File: config.mk
export PLATFORM = sky130hd
export DESIGN_NAME = rtcac_alarm_ctrl
export DESIGN_NICKNAME = d
export VERILOG_FILES = /design/src/rtcac_pkg.sv /design/src/rtcac_alarm_ctrl.sv
export SDC_FILE = /design/constraint.sdc
export NUM_CORES = 1
export LEC_CHECK = 0
export ABC_AREA = 0
export BUFFER_PORTS_ARGS = -buffer_cell sky130_fd_sc_hd__buf_2
export CORE_MARGIN = 1
export CORE_UTILIZATION = 53
export DETAILED_ROUTE_END_ITERATION = 16
export GPL_ROUTABILITY_DRIVEN = 0
export GPL_TIMING_DRIVEN = 1
export PLACE_DENSITY = 0.81
export RECOVER_POWER = 50
export SLEW_MARGIN = 40
export SYNTH_ARGS = -nofsm -noshare
export SYNTH_HDL_FRONTEND = slang
export SYNTH_SLANG_ARGS = --single-unit
export TNS_END_PERCENT = 1
File: constraint.sdc
create_clock -name pclk -period 3.4 [get_ports pclk]
set_clock_uncertainty 0.1 [all_clocks]
set_input_delay 0.34 -clock pclk [delete_from_list [all_inputs] [get_ports pclk]]
set_output_delay 0.34 -clock pclk [all_outputs]
set_load 0.02 [all_outputs]
File: src/rtcac_pkg.sv
// shared constants and carriers for the rtc alarm and control block
package rtcac_pkg;

    localparam int ADDR_W = 12;
    localparam int DIV_W  = 16;

    // register indices; byte address is four times the index
    localparam logic [7:0] IDX_ALARM_SECONDS = 8'he8;
    localparam logic [7:0] IDX_ALARM_MINUTES = 8'he9;
    localparam logic [7:0] IDX_ALARM_HOURS   = 8'hea;
    localparam logic [7:0] IDX_ALARM_WEEKDAY = 8'heb;
    localparam logic [7:0] IDX_ALARM_ENABLES = 8'hec;
    localparam logic [7:0] IDX_CLOCK_CONTROL = 8'hed;

    // control and status bit positions
    localparam int CTRL_ALARM    = 7;
    localparam int CTRL_INT_EN   = 6;
    localparam int CTRL_BCD      = 5;
    localparam int CTRL_CLK_SEL  = 4;
    localparam int CTRL_MAINS    = 3;
    localparam int CTRL_SLEEP    = 1;
    localparam int CTRL_UNLOCK   = 0;

    // alarm field enable positions
    localparam int EN_SEC = 0;
    localparam int EN_MIN = 1;
    localparam int EN_HRS = 2;
    localparam int EN_DOW = 3;

    // set point ranges
    localparam logic [3:0] ONES_MAX     = 4'h9;
    localparam logic [3:0] MIN_TENS_MAX = 4'h5;
    localparam logic [7:0] MIN_BIN_MAX  = 8'h3b;
    localparam logic [3:0] HRS_TENS_MAX = 4'h2;
    localparam logic [7:0] HRS_BIN_MAX  = 8'h17;
    localparam logic [3:0] DOW_MIN      = 4'h1;
    localparam logic [3:0] DOW_MAX      = 4'h7;

    // time base prescale figures, in source cycles per second
    localparam int XTAL_HZ  = 32768;
    localparam int MAINS_60 = 60;
    localparam int MAINS_50 = 50;

    typedef struct packed {
        logic [7:0] sec;
        logic [7:0] min;
        logic [7:0] hrs;
        logic [3:0] dow;
    } rtcac_time_t;

    // state that survives a system reset, cleared only at power-on
    typedef struct packed {
        logic [7:0] alarm_sec;
        logic [7:0] alarm_min;
        logic [7:0] alarm_hrs;
        logic [3:0] alarm_dow;
        logic       alarm_flag;
        logic       bcd;
        logic       clk_sel;
        logic       mains_rate;
        logic       sleep_flag;
    } rtcac_keep_t;

    // state cleared by a system reset
    typedef struct packed {
        logic [3:0]       enables;
        logic             int_en;
        logic             unlock;
        logic [DIV_W-1:0] div_cnt;
        logic [1:0]       xtal_sync;
        logic [1:0]       mains_sync;
        logic             xtal_prev;
        logic             mains_prev;
        logic             tick;
        logic             wake;
        logic [7:0]       rdata;
        logic             slverr;
    } rtcac_clr_t;

endpackage

File: src/rtcac_alarm_ctrl.sv
// rtc alarm compare, control register, prescale divider and apb slave
//
// What this block does
// - alarm minutes: bcd tens 0-5 high nibble, ones low; binary 0-59
// - alarm hours: bcd tens 0-2 high nibble, ones low; binary 0-23
// - alarm weekday lives in low nibble, 1 to 7; upper nibble reads zero
// - weekday set point writable only while unlocked; reset leaves it alone
// - alarm minutes and hours always read/write, kept across system reset
// - system reset clears alarm enables; upper nibble read-only zero
// - enable bits 3..0 include weekday, hours, minutes, seconds in compare
// - control bit 7 shows pending alarm; control read clears it and interrupt
// - alarm flag re-evaluated only on relock or on a count increment
// - any control write restarts the prescale divider
// - control bit 1 marks alarm wake from sleep; cleared by control read
// - control bit 6 gates alarm interrupt; reset clears it
// - control bit 5 selects decimal coding for counts and set points
// - bit 4 low: crystal on, divide by 32768; high: oscillator off, mains
// - with mains, bit 3 low means 60 Hz and high 50 Hz; one tick a second
// - control bit 0 unlocks count writes and halts counting; reset clears
// - reset clears control bits 6 and 0, keeps 7,5,4,3,1; bit 2 reads 0
// - alarm seconds: bcd tens 0-5 and ones, or binary 0-59; always r/w
`timescale 1ns/10ps

module rtcac_alarm_ctrl
    import rtcac_pkg::*;
#(
    parameter int XTAL_DIVIDE = XTAL_HZ
) (
    input  wire logic              pclk,
    input  wire logic              presetn,
    input  wire logic              por_n,
    input  wire logic              psel,
    input  wire logic              penable,
    input  wire logic              pwrite,
    input  wire logic [ADDR_W-1:0] paddr,
    input  wire logic [31:0]       pwdata,
    output logic      [31:0]       prdata,
    output logic                   pready,
    output logic                   pslverr,
    input  wire logic              xtal_clk_in,
    input  wire logic              mains_in,
    input  wire logic              sleep_mode,
    input  wire logic              count_step,
    input  wire rtcac_time_t       now,
    output logic                   second_tick,
    output logic                   osc_enable,
    output logic                   count_write_enable,
    output logic                   bcd_mode,
    output logic                   alarm_irq,
    output logic                   wake_request
);

    if (XTAL_DIVIDE < 2 || XTAL_DIVIDE > (1 << DIV_W)) begin : g_check
        $error("XTAL_DIVIDE out of range for the prescale counter");
    end

    ////////////////////////////////////////////////////////////////////////
    // helpers

    function automatic logic setpoint_ok(input logic [7:0] v,
                                         input logic [3:0] tens_max,
                                         input logic [7:0] bin_max,
                                         input logic       bcd);
        if (bcd) begin
            setpoint_ok = (v[7:4] <= tens_max) && (v[3:0] <= ONES_MAX);
        end else begin
            setpoint_ok = (v <= bin_max);
        end
    endfunction

    function automatic logic field_hit(input logic       en,
                                       input logic [7:0] setpoint,
                                       input logic [7:0] count,
                                       input logic       legal);
        field_hit = !en || (legal && setpoint == count);
    endfunction

    function automatic logic [DIV_W-1:0] prescale_last(input logic clk_sel,
                                                       input logic mains_rate);
        if (!clk_sel) begin
            prescale_last = DIV_W'(XTAL_DIVIDE - 1);
        end else if (mains_rate) begin
            prescale_last = DIV_W'(MAINS_50 - 1);
        end else begin
            prescale_last = DIV_W'(MAINS_60 - 1);
        end
    endfunction

    ////////////////////////////////////////////////////////////////////////
    // state

    rtcac_keep_t keep;
    rtcac_keep_t next_keep;
    rtcac_clr_t  clr;
    rtcac_clr_t  next_clr;

    logic        sys_rst_n;
    logic [7:0]  reg_idx;
    logic        idx_mapped;
    logic        setup_phase;
    logic        wr_access;
    logic        rd_access;
    logic        ctrl_write;
    logic        ctrl_read;
    logic        relock;
    logic        src_edge;
    logic        alarm_match;
    logic        eval_now;
    logic        alarm_set;
    logic [7:0]  read_value;
    logic [7:0]  ctrl_value;

    assign sys_rst_n   = presetn & por_n;
    assign reg_idx     = paddr[9:2];
    assign idx_mapped  = (paddr[ADDR_W-1:10] == '0) && (paddr[1:0] == 2'b00) &&
                         (reg_idx >= IDX_ALARM_SECONDS) && (reg_idx <= IDX_CLOCK_CONTROL);
    assign setup_phase = psel && !penable;
    assign wr_access   = psel && penable && pwrite && idx_mapped;
    assign rd_access   = psel && penable && !pwrite && idx_mapped;
    assign ctrl_write  = wr_access && reg_idx == IDX_CLOCK_CONTROL;
    assign ctrl_read   = rd_access && reg_idx == IDX_CLOCK_CONTROL;
    assign relock      = ctrl_write && clr.unlock && !pwdata[CTRL_UNLOCK];

    // source edge of crystal or mains, after synchroniser
    assign src_edge = keep.clk_sel ? (clr.mains_sync[1] && !clr.mains_prev)
                                   : (clr.xtal_sync[1] && !clr.xtal_prev);

    // every enabled field must match, at least one enabled
    assign alarm_match = (clr.enables != 4'h0) &&
        field_hit(clr.enables[EN_SEC], keep.alarm_sec, now.sec,
                  setpoint_ok(keep.alarm_sec, MIN_TENS_MAX, MIN_BIN_MAX, keep.bcd)) &&
        field_hit(clr.enables[EN_MIN], keep.alarm_min, now.min,
                  setpoint_ok(keep.alarm_min, MIN_TENS_MAX, MIN_BIN_MAX, keep.bcd)) &&
        field_hit(clr.enables[EN_HRS], keep.alarm_hrs, now.hrs,
                  setpoint_ok(keep.alarm_hrs, HRS_TENS_MAX, HRS_BIN_MAX, keep.bcd)) &&
        field_hit(clr.enables[EN_DOW], {4'h0, keep.alarm_dow}, {4'h0, now.dow},
                  keep.alarm_dow >= DOW_MIN && keep.alarm_dow <= DOW_MAX);

    // compare only on a count step or a relock
    assign eval_now  = count_step || relock;
    assign alarm_set = eval_now && alarm_match;

    assign ctrl_value = {keep.alarm_flag, clr.int_en, keep.bcd, keep.clk_sel,
                         keep.mains_rate, 1'b0, keep.sleep_flag, clr.unlock};

    always_comb begin
        read_value = 8'h00;
        unique case (reg_idx)
            IDX_ALARM_SECONDS: read_value = keep.alarm_sec;
            IDX_ALARM_MINUTES: read_value = keep.alarm_min;
            IDX_ALARM_HOURS:   read_value = keep.alarm_hrs;
            IDX_ALARM_WEEKDAY: read_value = {4'h0, keep.alarm_dow};
            IDX_ALARM_ENABLES: read_value = {4'h0, clr.enables};
            IDX_CLOCK_CONTROL: read_value = ctrl_value;
            default:           read_value = 8'h00;
        endcase
    end

    ////////////////////////////////////////////////////////////////////////
    // next state

    always_comb begin
        next_keep = keep;
        next_clr  = clr;

        next_clr.xtal_sync  = {clr.xtal_sync[0], xtal_clk_in};
        next_clr.mains_sync = {clr.mains_sync[0], mains_in};
        next_clr.xtal_prev  = clr.xtal_sync[1];
        next_clr.mains_prev = clr.mains_sync[1];

        // divider: a control write re-phases the second boundary
        next_clr.tick = 1'b0;
        if (ctrl_write) begin
            next_clr.div_cnt = '0;
        end else if (!clr.unlock && src_edge) begin
            if (clr.div_cnt >= prescale_last(keep.clk_sel, keep.mains_rate)) begin
                next_clr.div_cnt = '0;
                next_clr.tick    = 1'b1;
            end else begin
                next_clr.div_cnt = clr.div_cnt + DIV_W'(1);
            end
        end

        if (wr_access) begin
            unique case (reg_idx)
                IDX_ALARM_SECONDS: next_keep.alarm_sec = pwdata[7:0];
                IDX_ALARM_MINUTES: next_keep.alarm_min = pwdata[7:0];
                IDX_ALARM_HOURS:   next_keep.alarm_hrs = pwdata[7:0];
                IDX_ALARM_WEEKDAY: begin
                    if (clr.unlock) begin
                        next_keep.alarm_dow = pwdata[3:0];
                    end
                end
                IDX_ALARM_ENABLES: next_clr.enables = pwdata[3:0];
                IDX_CLOCK_CONTROL: begin
                    next_clr.int_en      = pwdata[CTRL_INT_EN];
                    next_keep.bcd        = pwdata[CTRL_BCD];
                    next_keep.clk_sel    = pwdata[CTRL_CLK_SEL];
                    next_keep.mains_rate = pwdata[CTRL_MAINS];
                    next_clr.unlock      = pwdata[CTRL_UNLOCK];
                end
                default: ;
            endcase
        end

        // read clears first so a same-cycle alarm still wins
        if (ctrl_read) begin
            next_keep.alarm_flag = 1'b0;
            next_keep.sleep_flag = 1'b0;
        end
        next_clr.wake = 1'b0;
        if (alarm_set) begin
            next_keep.alarm_flag = 1'b1;
            if (sleep_mode) begin
                next_keep.sleep_flag = 1'b1;
                next_clr.wake        = 1'b1;
            end
        end

        // read data captured in setup so prdata comes from a flop
        if (setup_phase) begin
            next_clr.rdata  = read_value;
            next_clr.slverr = !idx_mapped;
        end
    end

    ////////////////////////////////////////////////////////////////////////
    // registers; retained fields survive a system reset by design

    always_ff @(posedge pclk or negedge por_n) begin
        if (!por_n) begin
            keep <= '0;
        end else begin
            keep <= next_keep;
        end
    end

    always_ff @(posedge pclk or negedge sys_rst_n) begin
        if (!sys_rst_n) begin
            clr <= '0;
        end else begin
            clr <= next_clr;
        end
    end

    ////////////////////////////////////////////////////////////////////////
    // outputs

    assign prdata             = {24'h000000, clr.rdata};
    assign pready             = 1'b1;
    assign pslverr            = clr.slverr && psel && penable;
    assign second_tick        = clr.tick;
    assign osc_enable         = !keep.clk_sel;
    assign count_write_enable = clr.unlock;
    assign bcd_mode           = keep.bcd;
    assign alarm_irq          = keep.alarm_flag && clr.int_en;
    assign wake_request       = clr.wake;
endmodule

==> results of run 1 <==
[per-stage QoR]
stage	cell area [µm²]	setup slack [ns]	utilization	std cells
final	4740	0.680	0.614	585
after global routing	4740	0.553	0.614	585
after CTS	4750	0.697	0.615	585
after detailed placement	4550	0.803	0.589	566
after global placement	4550	0.840	0.589	566
after floorplan	4340	0.931	-	431
[worst max-delay path by stage]
stage | to | slack (ns) | cells after the start
3_3_place_gp | clr[22] | 0.84 | 7
2_1_floorplan | clr[25] | 0.93 | 8
3_5_place_dp | clr[19] | 0.80 | 8
6_report | clr[21] | 0.68 | 8
4_1_cts | clr[19] | 0.70 | 8
5_1_grt | clr[19] | 0.55 | 8
[cell families (layout without fill, tap and decap cells)]
logic type | after synthesis | count (layout) | synth area share
buffers and inverters | 49 | 101 | 0.0782
other | 2 | 25 | 0.00176
adder cells (fa/ha/maj) | 13 | 13 | 0.0382
AO/OA/AOI/OAI | 64 | 64 | 0.102
AND/OR/NAND/NOR | 133 | 133 | 0.175
flip-flops | 72 | 72 | 0.423
multiplexers | 48 | 48 | 0.126
XOR/XNOR | 27 | 27 | 0.0556
[Yosys cell counts (4+ instances only)]
master,count,area share
nand4_1,7,0.010
mux2_2,33,0.087
a21oi_1,15,0.018
mux2i_1,14,0.033
nand2_1,29,0.026
o21ai_0,15,0.018
inv_1,7,0.0062
nor2_1,27,0.024
a22o_1,8,0.016
dfrtp_1,72,0.42
clkbuf_1,6,0.0053
nor3_1,5,0.0059
o22ai_1,4,0.0059
nor2b_1,5,0.0073
buf_4,33,0.058
and2_1,6,0.0088
nand3b_1,4,0.0071
nor4_1,4,0.0059
nand3_1,16,0.019
xnor2_1,8,0.016
xor2_1,19,0.039
ha_1,13,0.038
[worst min-delay path, stage by stage]
cell     delay (ns)
buf_2          0.11
nand2_1        0.05
o21ai_0        0.06
[state kept, by name, indices dropped and copies added, names as in the netlist]
register,flops
prdata,8
clr,28
bcd_mode,1
count_write_enable,1
keep,28
ctrl_value,4
second_tick,1
wake_request,1
[what timing repair did]
action                                 in CTS  in global routing
setup buffers                               0                  0
hold buffers                                3                  0
endpoints found under the hold margin      35                  0
[report_power, final]
group | total, mW | internal (mW) | switching, mW | leakage [nW]
registers | 0.918 | 0.884 | 0.0342 | 0.977
logic | 0.207 | 0.0792 | 0.128 | 1.30
clock network | 0.605 | 0.279 | 0.326 | 0.0878
total | 1.73 | 1.24 | 0.487 | 2.37
[routing by layer]
layer	part of all wire	vias up	global-route usage	wire length [µm]
met3	0.072	21	0.0522	698
li1	-	1560	-	-
met4	0.025	0	0.108	246
met2	0.46	131	0.383	4500
met5	0	-	0	0
met1	0.44	1613	0.339	4290
[layout make-up]
cell class / count / area (µm²)
Multi-Input combinational cell: 310 / 2210
Tap cell: 102 / 128
Clock buffer: 10 / 138
Fill cell: 661 / 2980
Inverter: 7 / 26.3
Clock inverter: 6 / 35.0
Sequential cell: 72 / 1800
Timing Repair Buffer: 78 / 407
==> reports/results.ini, run 1 <==
[run_status]
outcome=complete, but fails checks
violations=capacitance limit, slew limit

[floorplanning]
core_um2=7730
die_h_um=91.6
rows=32
die-area_um2=8390
die_w_um=91.6
initial_core_util=0.551
ioPinCount=122

[clocking]
root_buffer=clkbuf_8
clock-sinks=72
h-tree-depth=3
tritoncts=built
clkTransAtPathRegs_ns=0.08
insertion_delay_ns=0.35
cts.repair.resized=0
cts_buffer_depth=2
cts_made_buffers=9

[placed_design]
io_buffer_count=72
dp_hpwl_um=7140

[sta]
finalSetupViolCount=0
tns_ns=0
rsz0062_at_grt=false
min_period_ns=2.72
max_freq_mhz=368
finalHoldViolations=0
hold_slack_ns=0.147
fin_crit_sh=0.800
worst_pin_slew_ns=1.81
drv_slew=74
relSlewSlack=-0.204

[detailed_routing]
vias=3325
drc=0
wl_per_cell_um=16.6
ant_nets=0
drt-initial-drc-count=263
wl_um=9730
drtPass1Iterations=4
via_per_inst=5.68

[min_path]
hp-class=input pin to flip-flop
hp-start=pwdata[4]
worstHoldEndpoint=ctrl_value[4]
min_delay_path_depth=3

[finish]
drive_above_1_share=0.277
layout_commonest_cell=dfrtp_1
final_cell_mix=dfrtp_1 (72), buf_2 (70), mux2_2 (33), nand2_1 (29), nor2_1 (27)
final_nets=573
area_growth_pct=11.4
antennaDiodeCount=0

[logic_synthesis]
syn_area_per_cell_um2=10.4
yosysWarningCount=0
synthCells=408
async_flop_share=1.00
ys_seq_area_frac=0.423
ys.flop_type=dfrtp_1
synth_area_um2=4260
synth_edf_count=0
ys_seq_elements=72
ys_types=56

[global_route]
antenna_found_initial=0
grt.total_usage=0.249
grt_pass1_vias=3180
grt_max_degree=40
grt_pass1_wl_um=16000
grt_overflow_total=0

[setup_path]
startpoint_type=flip-flop
worst_ep_arrival_time_ns=2.85
path_cells=ha_1, nand4_1, or3b_2, a31oi_1, and3b_1, o21ai_0, buf_4, nor2_1
crit_slowest_cell=dfrtp_1
rrSetupSlack_ns=0.68
r2r_cells=8
slowest_delay_ns=0.58
rr_endpoint=clr[21]
crit_path_start=ctrl_value[4]
r2r-start=ctrl_value[4]
cp_top_family=simple AND/OR/NAND/NOR gates
cp_num_buf_inv=1
endpoint_kind=flip-flop
crit_fanout=15
required_ns=3.53
path_class=flip-flop to flip-flop

[job]
drv_cap=2

[power]
ir_worst_vdd_mv=0.247
powerDensity_nw_per_um2=365
p_leak_nw=2.37
power.total_mw=1.73

(Power assumes the default switching activity.)
==> run 2, diff against run 1 <==
Settings changed: CORE_UTILIZATION 53 to 48, PLACE_DENSITY 0.81 to 0.78.
Clock period 3.4 ns to 2.18 ns, I/O delays scaled along.
==> run 2 against run 1 <==
  * The flow finishes with violations (setup timing)
  * Non-clock buffer count is 35 higher
  * Via count is 6.5% higher
  * Sequential share of layout area is 3.0 points lower
  * Sequential power is 56% higher
  * Cell area is 8.8% higher
  * Hold slack worse by 0.14 ns
  * Critical path type unchanged
  * Largest cell class unchanged
  * Highest routed layer unchanged
==> reports/results.ini, run 2 (synthesis gave the netlist of run 1 again) <==
[detailed_routing]
drt-initial-drc-count=169  ; -36%
vias=3541  ; +6.5%
wl_per_cell_um=16.9  ; +1.3%
ant_nets=0  ; unchanged
drc=0  ; unchanged
via_per_inst=5.68  ; about the same
drtPass1Iterations=4  ; unchanged
wl_um=10500  ; +7.9%

[min_path]
hp-class=input pin to flip-flop
worstHoldEndpoint=bcd_mode
min_delay_path_depth=3  ; unchanged
hp-start=pwdata[5]

[setup_path]
worst_ep_arrival_time_ns=2.51  ; -0.34 ns
r2r_cells=7  ; -1
crit_slowest_cell=dfrtp_2
path_cells=ha_4, nand4_1, or3b_4, a31oi_1, and3b_2, and2_4, mux2_2
slowest_delay_ns=0.51  ; -0.07 ns
required_ns=2.32  ; -1.21 ns
startpoint_type=flip-flop
path_class=flip-flop to flip-flop
rr_endpoint=clr[17]
r2r-start=ctrl_value[4]
crit_fanout=6  ; -9
rrSetupSlack_ns=-0.19  ; -0.87 ns
endpoint_kind=flip-flop

[floorplanning]
initial_core_util=0.508  ; -0.0430
die-area_um2=9250  ; +10%
die_h_um=96.2  ; +5.0%
rows=33  ; +3.1%
ioPinCount=122  ; unchanged
die_w_um=96.2  ; +5.0%
core_um2=8380  ; +8.5%

[run_status]
outcome=complete, but fails checks
violations=setup timing

[global_route]
antenna_found_initial=0  ; unchanged
grt_overflow_total=0  ; unchanged
grt_pass1_wl_um=17200  ; +7.2%
grt_pass1_vias=3534  ; +11%
grt_max_degree=34  ; -15%
grt.total_usage=0.249  ; +0.000938

[finish]
final_nets=608  ; +6.1%
layout_commonest_cell=dfrtp_1
area_growth_pct=21.3
antennaDiodeCount=0  ; unchanged
final_cells=623  ; +6.5%
final_cell_mix=dfrtp_1 (70), buf_2 (65), mux2_2 (33), buf_4 (32), nand2_1 (29)
drive_above_1_share=0.344  ; +0.0662
design_area_um2=5160  ; +8.8%

[sta]
min_period_ns=2.37  ; -0.353 ns
rsz0062_at_grt=true
drv_slew=0  ; -100%
finalSetupViolCount=17  ; +17
finalHoldViolations=0  ; unchanged
setup_ws_ns=-0.188  ; -0.867 ns
relSlewSlack=0.0358  ; +0.240
max_freq_mhz=422  ; +15%
fin_crit_sh=1.09  ; +0.286
worst_pin_slew_ns=1.45  ; -0.361 ns
hold_slack_ns=0.0101  ; -0.137 ns

[clocking]
cts_made_buffers=9  ; unchanged
cts_setup_buffers=0  ; unchanged
clock-sinks=72  ; unchanged
cts_buffer_depth=2  ; unchanged
clkTransAtPathRegs_ns=0.08  ; about the same
root_buffer=clkbuf_8
h-tree-depth=3  ; unchanged
insertion_delay_ns=0.36  ; about the same
tritoncts=built

[power]
p_leak_nw=2.54  ; +7.2%
powerDensity_nw_per_um2=555  ; +52%
power.total_mw=2.86  ; +66%
ir_worst_vdd_mv=0.428  ; +74%

[placed_design]
dp_cells=603  ; +6.5%
io_buffer_count=72  ; unchanged
dp_hpwl_um=7900  ; +11%
postPlaceCellArea_um2=4870  ; +7.0%

[job]
drv_cap=0  ; -2

run 2: layer usage:
| layer | GRT usage | part of all wire |
|---|---|---|
| met1 | 0.314 | 0.41 |
| met3 | 0.0506 | 0.079 |
| met4 | 0.113 | 0.028 |
| met5 | 0 | 0 |
| met2 | 0.412 | 0.48 |
run 2: worst max path at each step:
stage | start | depth (start not counted) | slack, ns | endpoint
after floorplan | ctrl_value[4] | 7 | -0.10 | clr[17]
after global placement | paddr[11] | 7 | -0.16 | clr[22]
after detailed placement | paddr[11] | 7 | -0.21 | clr[28]
after CTS | ctrl_value[4] | 7 | -0.15 | clr[17]
after global routing | ctrl_value[4] | 7 | -0.25 | clr[17]
final | ctrl_value[4] | 7 | -0.19 | clr[17]
run 2: critical path: cells and delay by family, from the launching register on:
kind            cells  cell delay (ns)
simple gates        4             0.93
flops               1             0.51
fa+ha+maj           1             0.30
mux                 1             0.26
compound gates      1             0.14
run 2: power breakdown:
part	internal, mW	switching (mW)	leakage, nW
combinational	0.141	0.204	1.46
sequential	1.38	0.0539	0.975
clock	0.563	0.525	0.0989
run 2: area by class of cell:
| cell class | count | area [µm²] |
|---|---|---|
| fillers | 673 | 3220 |
| clock buffers | 10 | 138 |
| clock inverters | 6 | 67.6 |
| repair buffers | 113 | 676 |
| multi-input cells | 310 | 2320 |
| well taps | 105 | 131 |
| inverters | 7 | 26.3 |
| flip-flops and latches | 72 | 1800 |
run 2: stage by stage:
step | setup slack [ns] | utilization | TNS, ns
3_3_place_gp | -0.162 | 0.581 | -2.22
5_1_grt | -0.249 | 0.616 | -3.28
4_1_cts | -0.146 | 0.615 | -1.43
6_report | -0.188 | 0.616 | -2.22
2_1_floorplan | -0.105 | - | -1.03
3_5_place_dp | -0.214 | 0.581 | -2.52
run 2: timing repair:
action	in CTS	in global routing
hold endpoints to repair	54	0
resized for setup	10	4
hold buffers	4	0
pin swaps	15	7
endpoints found under the setup margin	20	20
